$ cat src/verilog/ljr_defines.svh
// offsets, field positions, reset values and timing counts of the register slice
`ifndef LJR_DEFINES_SVH
`define LJR_DEFINES_SVH

// ===========================================
// address layout
`define LJR_PAGE_MSB 11
`define LJR_PAGE_LSB 8
`define LJR_PAGE_GLOBAL 4'h0
`define LJR_OFF_CHAN_IRQ 8'h09
`define LJR_OFF_TIMER_EN 8'h0c
`define LJR_OFF_TIMER_STAT 8'h0d
`define LJR_OFF_LINE_STD 8'h20
`define LJR_OFF_TXJA_CFG 8'h21
`define LJR_OFF_JIT_MEAS 8'h2f

// ===========================================
// field positions
`define LJR_TIMER_EN_BIT 0
`define LJR_TIMER_STAT_BIT 0
`define LJR_LINE_STD_BIT 0
`define LJR_TXJA_MEASURE_BIT 5
`define LJR_TXJA_LIMIT_BIT 4
`define LJR_TXJA_ENABLE_BIT 3
`define LJR_TXJA_DEPTH_MSB 2
`define LJR_TXJA_DEPTH_LSB 1
`define LJR_TXJA_BW_BIT 0

// ===========================================
// reset values
`define LJR_CHAN_IRQ_RST 8'h00
`define LJR_TIMER_EN_RST 1'h0
`define LJR_TIMER_STAT_RST 1'h0
`define LJR_LINE_STD_RST 1'h0
`define LJR_TXJA_RST 6'h10

// ===========================================
// depth codes and buffer sizes in bits
`define LJR_DEPTH_CODE_128 2'h0
`define LJR_DEPTH_CODE_64 2'h1
`define LJR_DEPTH_BITS_128 8'h80
`define LJR_DEPTH_BITS_64 8'h40
`define LJR_DEPTH_BITS_32 8'h20

// ===========================================
// timing
`define LJR_SECOND_NS 1000000000
`define LJR_CLK_PERIOD_NS 10
`define LJR_SECOND_CYCLES (`LJR_SECOND_NS / `LJR_CLK_PERIOD_NS)

`endif

$ cat src/verilog/ljr_pkg.sv
// types shared by the register slice modules
package ljr_pkg;
    typedef logic [5:0] ljr_txja_type;
    typedef logic [7:0] ljr_byte_type;
    typedef struct packed {
        logic hit;
        logic [3:0] idx;
    } ljr_chan_sel_type;
endpackage

$ cat src/verilog/ljr_jit_if.sv
// link between the register slice and one jitter peak tracker
`timescale 1ns/100ps
`default_nettype none
interface ljr_jit_if #(parameter int SW = 8);
    logic [SW-1:0] sample;
    logic sample_valid;
    logic accum_mode;
    logic read_clr;
    logic [SW-1:0] value;
    modport ctrl (output sample, output sample_valid, output accum_mode, output read_clr, input value);
    modport tracker (input sample, input sample_valid, input accum_mode, input read_clr, output value);
endinterface
`default_nettype wire

$ cat src/verilog/ljr_jitter_peak.sv
// measured jitter value holder: real-time or peak since last read
`timescale 1ns/100ps
`default_nettype none
module ljr_jitter_peak #(
    parameter int SW = 8
) (
    input wire logic clk_in,
    input wire logic nrst_in,
    ljr_jit_if.tracker jit
);
    logic [SW-1:0] value_d;
    logic [SW-1:0] value_q;

    // ===========================================
    // next value
    always_comb begin
        value_d = value_q;
        if (!jit.accum_mode) begin
            if (jit.sample_valid) begin
                value_d = jit.sample;
            end
        end else begin
            // a read restarts the peak; a sample in that cycle seeds it
            if (jit.read_clr) begin
                value_d = jit.sample_valid ? jit.sample : '0;
            end else if (jit.sample_valid && jit.sample > value_q) begin
                value_d = jit.sample;
            end
        end
    end

    // ===========================================
    // register
    always_ff @(posedge clk_in or negedge nrst_in) begin
        if (!nrst_in) begin
            value_q <= '0;
        end else begin
            value_q <= value_d;
        end
    end

    assign jit.value = value_q;
endmodule
`default_nettype wire

$ cat src/verilog/ljr_regs.sv
// interrupt indication, second timer, line standard and tx jitter attenuator registers
`include "ljr_defines.svh"
`timescale 1ns/100ps
`default_nettype none
module ljr_regs #(
    parameter int NCH = 8,
    parameter int SW = 8,
    parameter int SECOND_CYCLES = `LJR_SECOND_CYCLES
) (
    input wire logic clk_in,
    input wire logic nrst_in,
    input wire logic [11:0] addr_in,
    input wire logic wr_in,
    input wire logic rd_in,
    input wire logic [7:0] wdata_in,
    output logic [7:0] rdata_out,
    input wire logic [NCH-1:0] chan_irq_pend_in,
    input wire logic [NCH*SW-1:0] jit_sample_in,
    input wire logic [NCH-1:0] jit_sample_valid_in,
    output logic irq_out,
    output logic timer_irq_req_out,
    output logic [NCH-1:0] line_standard_out,
    output logic [NCH-1:0] tx_jitter_measure_mode_out,
    output logic [NCH-1:0] tx_atten_limit_mode_out,
    output logic [NCH-1:0] tx_atten_enable_out,
    output logic [2*NCH-1:0] tx_atten_depth_out,
    output logic [8*NCH-1:0] tx_atten_depth_bits_out,
    output logic [NCH-1:0] tx_atten_bandwidth_out
);
    localparam int CW = $clog2(SECOND_CYCLES);

    // ===========================================
    // address decode, shared by write and read paths
    function automatic ljr_pkg::ljr_chan_sel_type chan_sel(input logic [11:0] a);
        ljr_pkg::ljr_chan_sel_type s;
        s.idx = a[`LJR_PAGE_MSB:`LJR_PAGE_LSB] - 4'h1;
        s.hit = (a[`LJR_PAGE_MSB:`LJR_PAGE_LSB] != `LJR_PAGE_GLOBAL) &&
                ({1'b0, a[`LJR_PAGE_MSB:`LJR_PAGE_LSB]} <= 5'(NCH));
        return s;
    endfunction

    function automatic logic [7:0] depth_bits(input logic [1:0] code);
        logic [7:0] b;
        b = `LJR_DEPTH_BITS_32;
        if (code == `LJR_DEPTH_CODE_128) begin
            b = `LJR_DEPTH_BITS_128;
        end else if (code == `LJR_DEPTH_CODE_64) begin
            b = `LJR_DEPTH_BITS_64;
        end
        return b;
    endfunction

    ljr_pkg::ljr_chan_sel_type sel;
    logic global_hit;
    logic [7:0] off;

    always_comb begin
        sel = chan_sel(addr_in);
        global_hit = (addr_in[`LJR_PAGE_MSB:`LJR_PAGE_LSB] == `LJR_PAGE_GLOBAL);
        off = addr_in[7:0];
    end

    // ===========================================
    // one second divider and timer flag
    logic [CW-1:0] sec_cnt_d;
    logic [CW-1:0] sec_cnt_q;
    logic tick_d;
    logic tick_q;
    logic timer_en_d;
    logic timer_en_q;
    logic timer_flag_d;
    logic timer_flag_q;

    always_comb begin
        tick_d = 1'b0;
        sec_cnt_d = sec_cnt_q + 1'b1;
        if (sec_cnt_q == CW'(SECOND_CYCLES - 1)) begin
            sec_cnt_d = '0;
            tick_d = 1'b1;
        end
        timer_en_d = timer_en_q;
        if (wr_in && global_hit && off == `LJR_OFF_TIMER_EN) begin
            timer_en_d = wdata_in[`LJR_TIMER_EN_BIT];
        end
        timer_flag_d = timer_flag_q;
        if (wr_in && global_hit && off == `LJR_OFF_TIMER_STAT && wdata_in[`LJR_TIMER_STAT_BIT]) begin
            timer_flag_d = 1'b0;
        end
        // expiry wins over a clear in the same cycle
        if (tick_q) begin
            timer_flag_d = 1'b1;
        end
    end

    always_ff @(posedge clk_in or negedge nrst_in) begin
        if (!nrst_in) begin
            sec_cnt_q <= '0;
            tick_q <= 1'b0;
            timer_en_q <= `LJR_TIMER_EN_RST;
            timer_flag_q <= `LJR_TIMER_STAT_RST;
        end else begin
            sec_cnt_q <= sec_cnt_d;
            tick_q <= tick_d;
            timer_en_q <= timer_en_d;
            timer_flag_q <= timer_flag_d;
        end
    end

    // ===========================================
    // channel interrupt indication
    // follows the channels' pending level, so no software clear exists here
    logic [NCH-1:0] chan_flags_d;
    logic [NCH-1:0] chan_flags_q;
    logic irq_d;
    logic irq_q;
    logic treq_d;
    logic treq_q;

    always_comb begin
        chan_flags_d = chan_irq_pend_in;
        treq_d = timer_flag_d & timer_en_d;
        irq_d = treq_d | (|chan_flags_d);
    end

    always_ff @(posedge clk_in or negedge nrst_in) begin
        if (!nrst_in) begin
            chan_flags_q <= '0;
            treq_q <= 1'b0;
            irq_q <= 1'b0;
        end else begin
            chan_flags_q <= chan_flags_d;
            treq_q <= treq_d;
            irq_q <= irq_d;
        end
    end

    // ===========================================
    // per-channel line standard and tx jitter attenuator config
    logic [NCH-1:0] line_std_d;
    logic [NCH-1:0] line_std_q;
    ljr_pkg::ljr_txja_type txja_d [NCH];
    ljr_pkg::ljr_txja_type txja_q [NCH];
    logic [8*NCH-1:0] dbits_d;
    logic [8*NCH-1:0] dbits_q;
    logic [NCH-1:0] jit_clr;
    logic [SW-1:0] jit_val [NCH];

    always_comb begin
        line_std_d = line_std_q;
        for (int i = 0; i < NCH; i++) begin
            txja_d[i] = txja_q[i];
        end
        if (wr_in && sel.hit && off == `LJR_OFF_LINE_STD) begin
            line_std_d[sel.idx[2:0]] = wdata_in[`LJR_LINE_STD_BIT];
        end
        if (wr_in && sel.hit && off == `LJR_OFF_TXJA_CFG) begin
            txja_d[sel.idx[2:0]] = wdata_in[5:0];
        end
        for (int i = 0; i < NCH; i++) begin
            dbits_d[8*i +: 8] = depth_bits(txja_d[i][`LJR_TXJA_DEPTH_MSB:`LJR_TXJA_DEPTH_LSB]);
        end
    end

    always_ff @(posedge clk_in or negedge nrst_in) begin
        if (!nrst_in) begin
            line_std_q <= {NCH{`LJR_LINE_STD_RST}};
            for (int i = 0; i < NCH; i++) begin
                txja_q[i] <= `LJR_TXJA_RST;
            end
            dbits_q <= {NCH{`LJR_DEPTH_BITS_128}};
        end else begin
            line_std_q <= line_std_d;
            for (int i = 0; i < NCH; i++) begin
                txja_q[i] <= txja_d[i];
            end
            dbits_q <= dbits_d;
        end
    end

    // ===========================================
    // jitter trackers, one per channel
    ljr_jit_if #(.SW(SW)) jit [NCH] ();

    generate
        for (genvar g = 0; g < NCH; g++) begin : g_jit
            assign jit[g].sample = jit_sample_in[SW*g +: SW];
            assign jit[g].sample_valid = jit_sample_valid_in[g];
            assign jit[g].accum_mode = txja_q[g][`LJR_TXJA_MEASURE_BIT];
            assign jit[g].read_clr = jit_clr[g];
            assign jit_val[g] = jit[g].value;
            ljr_jitter_peak #(.SW(SW)) u_peak (
                .clk_in(clk_in),
                .nrst_in(nrst_in),
                .jit(jit[g].tracker)
            );
        end
    endgenerate

    // a read of the measured value restarts the accumulated peak
    always_comb begin
        jit_clr = '0;
        if (rd_in && sel.hit && off == `LJR_OFF_JIT_MEAS) begin
            jit_clr[sel.idx[2:0]] = 1'b1;
        end
    end

    // ===========================================
    // read data, one cycle after the strobe
    logic [7:0] rdata_d;
    logic [7:0] rdata_q;

    always_comb begin
        rdata_d = rdata_q;
        if (rd_in) begin
            rdata_d = 8'h00;
            if (global_hit) begin
                unique case (off)
                    `LJR_OFF_CHAN_IRQ: rdata_d = 8'(chan_flags_q);
                    `LJR_OFF_TIMER_EN: rdata_d = {7'h00, timer_en_q};
                    `LJR_OFF_TIMER_STAT: rdata_d = {7'h00, timer_flag_q};
                    default: rdata_d = 8'h00;
                endcase
            end else if (sel.hit) begin
                unique case (off)
                    `LJR_OFF_LINE_STD: rdata_d = {7'h00, line_std_q[sel.idx[2:0]]};
                    `LJR_OFF_TXJA_CFG: rdata_d = {2'h0, txja_q[sel.idx[2:0]]};
                    `LJR_OFF_JIT_MEAS: rdata_d = 8'(jit_val[sel.idx[2:0]]);
                    default: rdata_d = 8'h00;
                endcase
            end
        end
    end

    always_ff @(posedge clk_in or negedge nrst_in) begin
        if (!nrst_in) begin
            rdata_q <= 8'h00;
        end else begin
            rdata_q <= rdata_d;
        end
    end

    // ===========================================
    // outputs
    assign rdata_out = rdata_q;
    assign irq_out = irq_q;
    assign timer_irq_req_out = treq_q;
    assign line_standard_out = line_std_q;
    assign tx_atten_depth_bits_out = dbits_q;

    generate
        for (genvar g = 0; g < NCH; g++) begin : g_out
            assign tx_jitter_measure_mode_out[g] = txja_q[g][`LJR_TXJA_MEASURE_BIT];
            assign tx_atten_limit_mode_out[g] = txja_q[g][`LJR_TXJA_LIMIT_BIT];
            assign tx_atten_enable_out[g] = txja_q[g][`LJR_TXJA_ENABLE_BIT];
            assign tx_atten_depth_out[2*g +: 2] = txja_q[g][`LJR_TXJA_DEPTH_MSB:`LJR_TXJA_DEPTH_LSB];
            assign tx_atten_bandwidth_out[g] = txja_q[g][`LJR_TXJA_BW_BIT];
        end
    endgenerate
endmodule
`default_nettype wire

$ cat config.mk
export PLATFORM = sky130hd
export DESIGN_NAME = ljr_regs
export DESIGN_NICKNAME = d
export VERILOG_FILES = /design/src/verilog/ljr_pkg.sv /design/src/verilog/ljr_jit_if.sv /design/src/verilog/ljr_jitter_peak.sv /design/src/verilog/ljr_regs.sv
export VERILOG_INCLUDE_DIRS = /design/src /design/src/verilog
export SDC_FILE = /design/constraint.sdc
export NUM_CORES = 1
export LEC_CHECK = 0
export ABC_AREA = 1
export BUFFER_PORTS_ARGS = -buffer_cell sky130_fd_sc_hd__buf_2
export CAP_MARGIN = 25
export CORE_MARGIN = 3
export CORE_UTILIZATION = 45
export DETAILED_ROUTE_END_ITERATION = 10
export PLACE_DENSITY = 0.67
export SLEW_MARGIN = 20
export SYNTH_ARGS = -nofsm -noshare
export SYNTH_HDL_FRONTEND = slang
export SYNTH_SLANG_ARGS = --single-unit
$ cat constraint.sdc
create_clock -name clk_in -period 2.7 [get_ports clk_in]
set_input_delay 0.135 -clock clk_in [delete_from_list [all_inputs] [get_ports clk_in]]
set_output_delay 0.135 -clock clk_in [all_outputs]
set_load 0.05 [all_outputs]
==> impl_metrics.toml, run 1 <==
[outcome]
status = "completed"

[routing]
wl_per_cell_um = 15.7
postRouteAntennaNets = 0
vias = 10700
wl_um = 33100
drt_pass1_iterations = 5
drc = 0
via_per_inst = 5.05
drt_iter0_markers = 740

[clock_tree]
holdBufCountCts = 9
cts_sinks = 192
clk_latency_ps = 440
cts.htree.levels = 4
post_cts_buffers = 0
clk_pin_slew_ps = 90
cts_resized = 0
clockRootBuffer = "clkbuf_16"
cts_tree = "built"
numCtsBuffers = 17
max-clock-path-buffers = 2

[yosys]
ys_warn_count = 0
synth.area.top_cells = "dfrtp_1, nand2_1, ha_1, inv_1, o21ai_0"
ys.flop_type = "dfrtp_1"
netlist.area_leader.share_pct = 37.2
ys_types = 43
syn_inst = 1586
async_flop_share_pct = 100
synth_top_area_cell = "dfrtp_1"
synth-edff-count = 0
netlist_top_cells_count = "nand2_1, dfrtp_1, inv_1"
netlist_area_mm2 = 0.0118
syn_avg_cell_area_um2 = 7.46
post-synth-top-count-cell = "nand2_1"
ys_ff_latch = 192
synth.yosys.seq_area_share_pct = 40.8

[power]
combinationalPowerShare_pct = 16.0
swShare_pct = 31.8
leakage_nw = 7.38
p_per_area_mw_per_mm2 = 504
ir_worst_vdd_uv = 400
p_int_mw = 4.70
power.share.sequential_pct = 44.2
switchingPower_mw = 2.19
power_frac_clock_pct = 39.8

[timing]
setup_viol = 0
slew_headroom_pct = 57.3
rsz0062_at_grt = "no"
worst_pin_slew_ps = 641
max_freq_mhz = 513
tns_ps = 0
fin_skew_ps = 15.1
finalHoldViolCount = 0
hold_ws_ps = 18.0
maxSlewViolCount = 0
fin_crit_ps = 1950
period_share_pct = 72.2

[setup_path]
path_buf_inv = 3
critical_path.top_delay_family = "simple AND/OR/NAND/NOR gates"
cpMaxStageDelayCell = "ha_1"
cp_data_arrival_time_ps = 2270
critPathLaunchType = "input pin"
critical_path.max_stage_delay_ps = 480
critPathCaptureType = "register"
worstPathCellList = "buf_2, inv_1, ha_1, buf_12, nand2_1, nor2_1, a21oi_1, nand2_2, nand2_1, nand2_1, nand2_1"
cpMostUsedCell = "nand2_1"
path_max_fanout = 30
critical_path_class = "in2reg"
required_ps = 3020

[placement]
hpwl_um = 25300
portBuffers = 191
gp_congestion = 0.895

[die]
num_rows = 58
initial_core_util_pct = 46.3
fp.coreArea_mm2 = 0.0255
die_h_um = 168
die_width_um = 168
ios = 234
dieArea_mm2 = 0.0283

[finish]
drive_gt1_share_pct = 16.3
n_antenna_cell = 0
post-route-util_pct = 53.5
finalNetCount = 1939
area_delta_synth_final_pct = 15.5

[global_route]
grt_pass1_wl_um = 53400
grt_pass1_vias = 10400
grt_usage_pct = 23.4
antenna_found_initial = 0
grt-ovfl-total = 0
grt_max_degree = 99

[job]
drv_cap = 0

[min_path]
hold_path_class = "in2reg"
state kept, by name (all words and copies together), names as in the netlist, 8 cells and up:
signal / flops
chan_flags_q: 8
g_jit.u_peak.jit.value: 64
line_standard_out: 8
rdata_out: 8
sec_cnt_q: 27
tx_atten_bandwidth_out: 8
tx_atten_depth_bits_out: 24
tx_atten_depth_out: 16
tx_atten_enable_out: 8
tx_atten_limit_mode_out: 8
tx_jitter_measure_mode_out: 8
metrics by stage:
stage	instances	power, mW	cell area (µm²)	setup WS [ps]
floorplan	1625	3.86	12000	613
global placement	2071	4.17	12900	379
detailed placement	2071	4.19	12900	274
CTS	2112	6.95	13700	747
global route	2112	7.22	13700	566
finish	2112	6.89	13700	752
worst register-to-register path, delay by kind of cell, from the launching register on:
kind	cells	cell delay, ps
buffers and inverters	1	80
AND/OR/NAND/NOR	5	850
XOR/XNOR	1	130
adder cells (fa/ha/maj)	1	230
AO/OA/AOI/OAI	1	80
flip-flops	1	400
cell type report:
type                       instances  area, µm²
tap                              330        413
clock buffer                      17        425
clock inverter                    15        220
fill                            2466      11900
sequential                       192       4820
timing repair buffer             213       1190
multi-input combinational       1182       5980
inverter                         163        614
placed cells by master (no fill, tap or decap), types with 5 or more instances in the layout:
cell type,instances
xor2_1,16
nand2_2,13
nor4_1,5
clkbuf_16,17
a21oi_1,46
o21a_1,7
inv_1,160
dlygate4sd3_1,9
ha_1,66
nand2_4,6
o21ai_1,10
buf_2,190
buf_4,10
nor3_1,22
o21ai_0,109
nand4_1,29
dfstp_2,16
xnor2_1,5
nand2_1,582
nor2_1,83
nand3b_1,64
nand3_1,55
dfrtp_1,176
conb_1,40
power by group through the flow:
stage	clock (mW)	sequential (mW)	combinational [mW]
global route	2.91	3.06	1.25
global placement	0	3.10	1.07
detailed placement	0	3.10	1.09
finish	2.75	3.05	1.10
floorplan	0	3.12	0.734
CTS	2.79	3.05	1.10
worst paths after layout:
| kind | startpoint | to | slack, ps | cells past startpoint |
|---|---|---|---|---|
| worst max-delay path | addr_in[8] | g_jit[0].u_peak.jit.value[5] | 750 | 11 |
| worst min-delay path | jit_sample_in[37] | g_jit[4].u_peak.jit.value[5] | 20 | 4 |
| worst max register to register | sec_cnt_q[0] | sec_cnt_q[14] | 820 | 9 |
| worst min register to register | tick_q | timer_flag_q | 460 | 1 |
| max in group asynchronous | nrst_in | tx_atten_limit_mode_out[6] | 1560 | 3 |
| min in group asynchronous | nrst_in | g_jit[5].u_peak.jit.value[4] | 280 | 2 |
metal layers:
layer | up-vias | GRT usage, % | wire, µm
li1 | 5367 | - | -
met1 | 4939 | 31.4 | 14600
met2 | 309 | 37.5 | 15200
met3 | 42 | 6.13 | 2400
met4 | 0 | 7.33 | 880
met5 | - | 0 | 0
kinds of logic after synthesis:
kind of cell | synth area share [%]
flip-flops | 40.8
buffers and inverters | 9.90
AO/OA/AOI/OAI | 7.95
adder cells (fa/ha/maj) | 6.98
other | 0.0317
XOR/XNOR | 1.55
AND/OR/NAND/NOR | 32.8
Note: power is estimated with default switching activity, not from simulation.
==> inputs of run 2 (changes only) <==
- clock period: 2.7 -> 1.8 ns (I/O delays scaled with it)
==> impl_metrics.toml, run 2 (synthesis gave the netlist of run 1 again) <==
[power]
p_int_mw = 7.22
power_frac_clock_pct = 38.7
leakage_nw = 7.99
p_per_area_mw_per_mm2 = 707
power.share.sequential_pct = 43.2
swShare_pct = 31.8
ir_worst_vdd_uv = 666
switchingPower_mw = 3.37
power_mw = 10.6
combinationalPowerShare_pct = 18.2

[global_route]
antenna_found_initial = 1
grt_max_degree = 56
grt_pass1_vias = 11100
grt_usage_pct = 24.6
grt_util_met1_pct = 32.3
use_met3_pct = 5.96
grt_pass1_wl_um = 56400
busiest_layer = "met2"
grt_use_met2_pct = 40.0
grt-ovfl-total = 0

[die]
initial_core_util_pct = 46.3
die_h_um = 168
dieArea_mm2 = 0.0283
ios = 234
fp.coreArea_mm2 = 0.0255
die_width_um = 168
num_rows = 58

[timing]
setup_viol = 0
fin_skew_ps = 17.1
period_share_pct = 98.4
rsz0062_at_grt = "yes"
finalHoldViolCount = 0
hold_ws_ps = 7.59
maxSlewViolCount = 0
max_freq_mhz = 564
fin_crit_ps = 1770

[finish]
layoutNonFillerInstCount = 2236
largest_reg_flops = 64
finalNetCount = 2063
post-route-util_pct = 58.6
final_common_cell = "nand2_1"
final_cell_mix = "nand2_1, buf_2, dfrtp_1, inv_1, o21ai_0"
drive_gt1_share_pct = 20.4
n_fill_cell = 2384
n_antenna_cell = 0
area_delta_synth_final_pct = 26.6

[routing]
via_per_inst = 5.12
wl_um = 35400
drt_iter0_markers = 835
postRouteAntennaNets = 0
wl_per_cell_um = 15.9
drc = 0
drt_pass1_iterations = 5
vias = 11500

[clock_tree]
cts_tree = "built"
clk_pin_slew_ps = 80
clockRootBuffer = "clkbuf_16"
max-clock-path-buffers = 2
numCtsBuffers = 17
clk_latency_ps = 450
cts.htree.levels = 4
cts_sinks = 192

[setup_path]
critPathCaptureType = "register"
critPathLaunchType = "register"
required_ps = 2130
critical_path_class = "reg2reg"
path_max_fanout = 7
cp_data_arrival_time_ps = 2100

[placement]
portBuffers = 191
gp_congestion = 0.925
dpl.cell_count = 2122
hpwl_um = 26500

[job]
drv_cap = 0

[outcome]
status = "completed"

[min_path]
hold_path_class = "in2reg"
-- run 2: path summary, 6_finish.rpt --
path                                         startpoint                      endpoint  slack, ps  cells after the start
min in group asynchronous                       nrst_in  g_jit[3].u_peak.jit.value[3]        180                      2
hold reg to reg                                  tick_q                  timer_flag_q        450                      1
setup / recovery           g_jit[4].u_peak.jit.value[5]  g_jit[4].u_peak.jit.value[2]         30                     10
hold / removal                        jit_sample_in[32]  g_jit[4].u_peak.jit.value[0]          8                      4
setup reg to reg           g_jit[4].u_peak.jit.value[5]  g_jit[4].u_peak.jit.value[2]         30                     10
max in group asynchronous                       nrst_in    tx_atten_limit_mode_out[6]        900                      3
-- run 2: critical path: stages, from the launching register on --
cell and delay (ps):
dfrtp_1 390, inv_1 60, ha_1 300, a21oi_1 220, o21a_1 170, nand2_1 70, nand3_2 80, nand2_4 80
buf_4 150, nand3b_1 80, nand2_1 60
-- run 2: cell type report --
class	instances	area, µm²	area share [%]
clock inverters	15	228	1.52
inverters	163	614	4.10
repair buffers	335	2320	15.5
multi-input cells	1184	6150	41.1
flip-flops and latches	192	4820	32.2
clock buffers	17	425	2.84
well taps	330	413	2.76
-- run 2: metrics by stage --
step	cell area (µm²)	setup TNS, ps	setup slack, ps
floorplan	12000	-8.97	-8.97
global placement	13400	-58.3	-58.3
detailed placement	13400	-279	-40.8
CTS	14700	0	15.4
global route	15000	-323	-42.9
finish	15000	0	28.0
-- run 2: what timing repair did --
action                     4_1_cts  5_1_grt
setup endpoints to repair        0       75
hold endpoints to repair       113        0
hold buffers                    65        0
setup buffers                    0       15
gates resized for setup          0       36
-- run 2: layer usage --
layer,vias up,wire [µm]
li1,5615,-
met1,5426,15300
met2,342,16600
met3,73,2240
met4,2,1280
met5,-,13
-- run 2: power by group through the flow --
stage,clock [mW],combinational [mW],sequential (mW)
finish,4.09,1.92,4.57
global route,4.35,2.14,4.59
CTS,4.17,1.82,4.58
detailed placement,0,1.70,4.66
global placement,0,1.66,4.66
floorplan,0,1.11,4.68
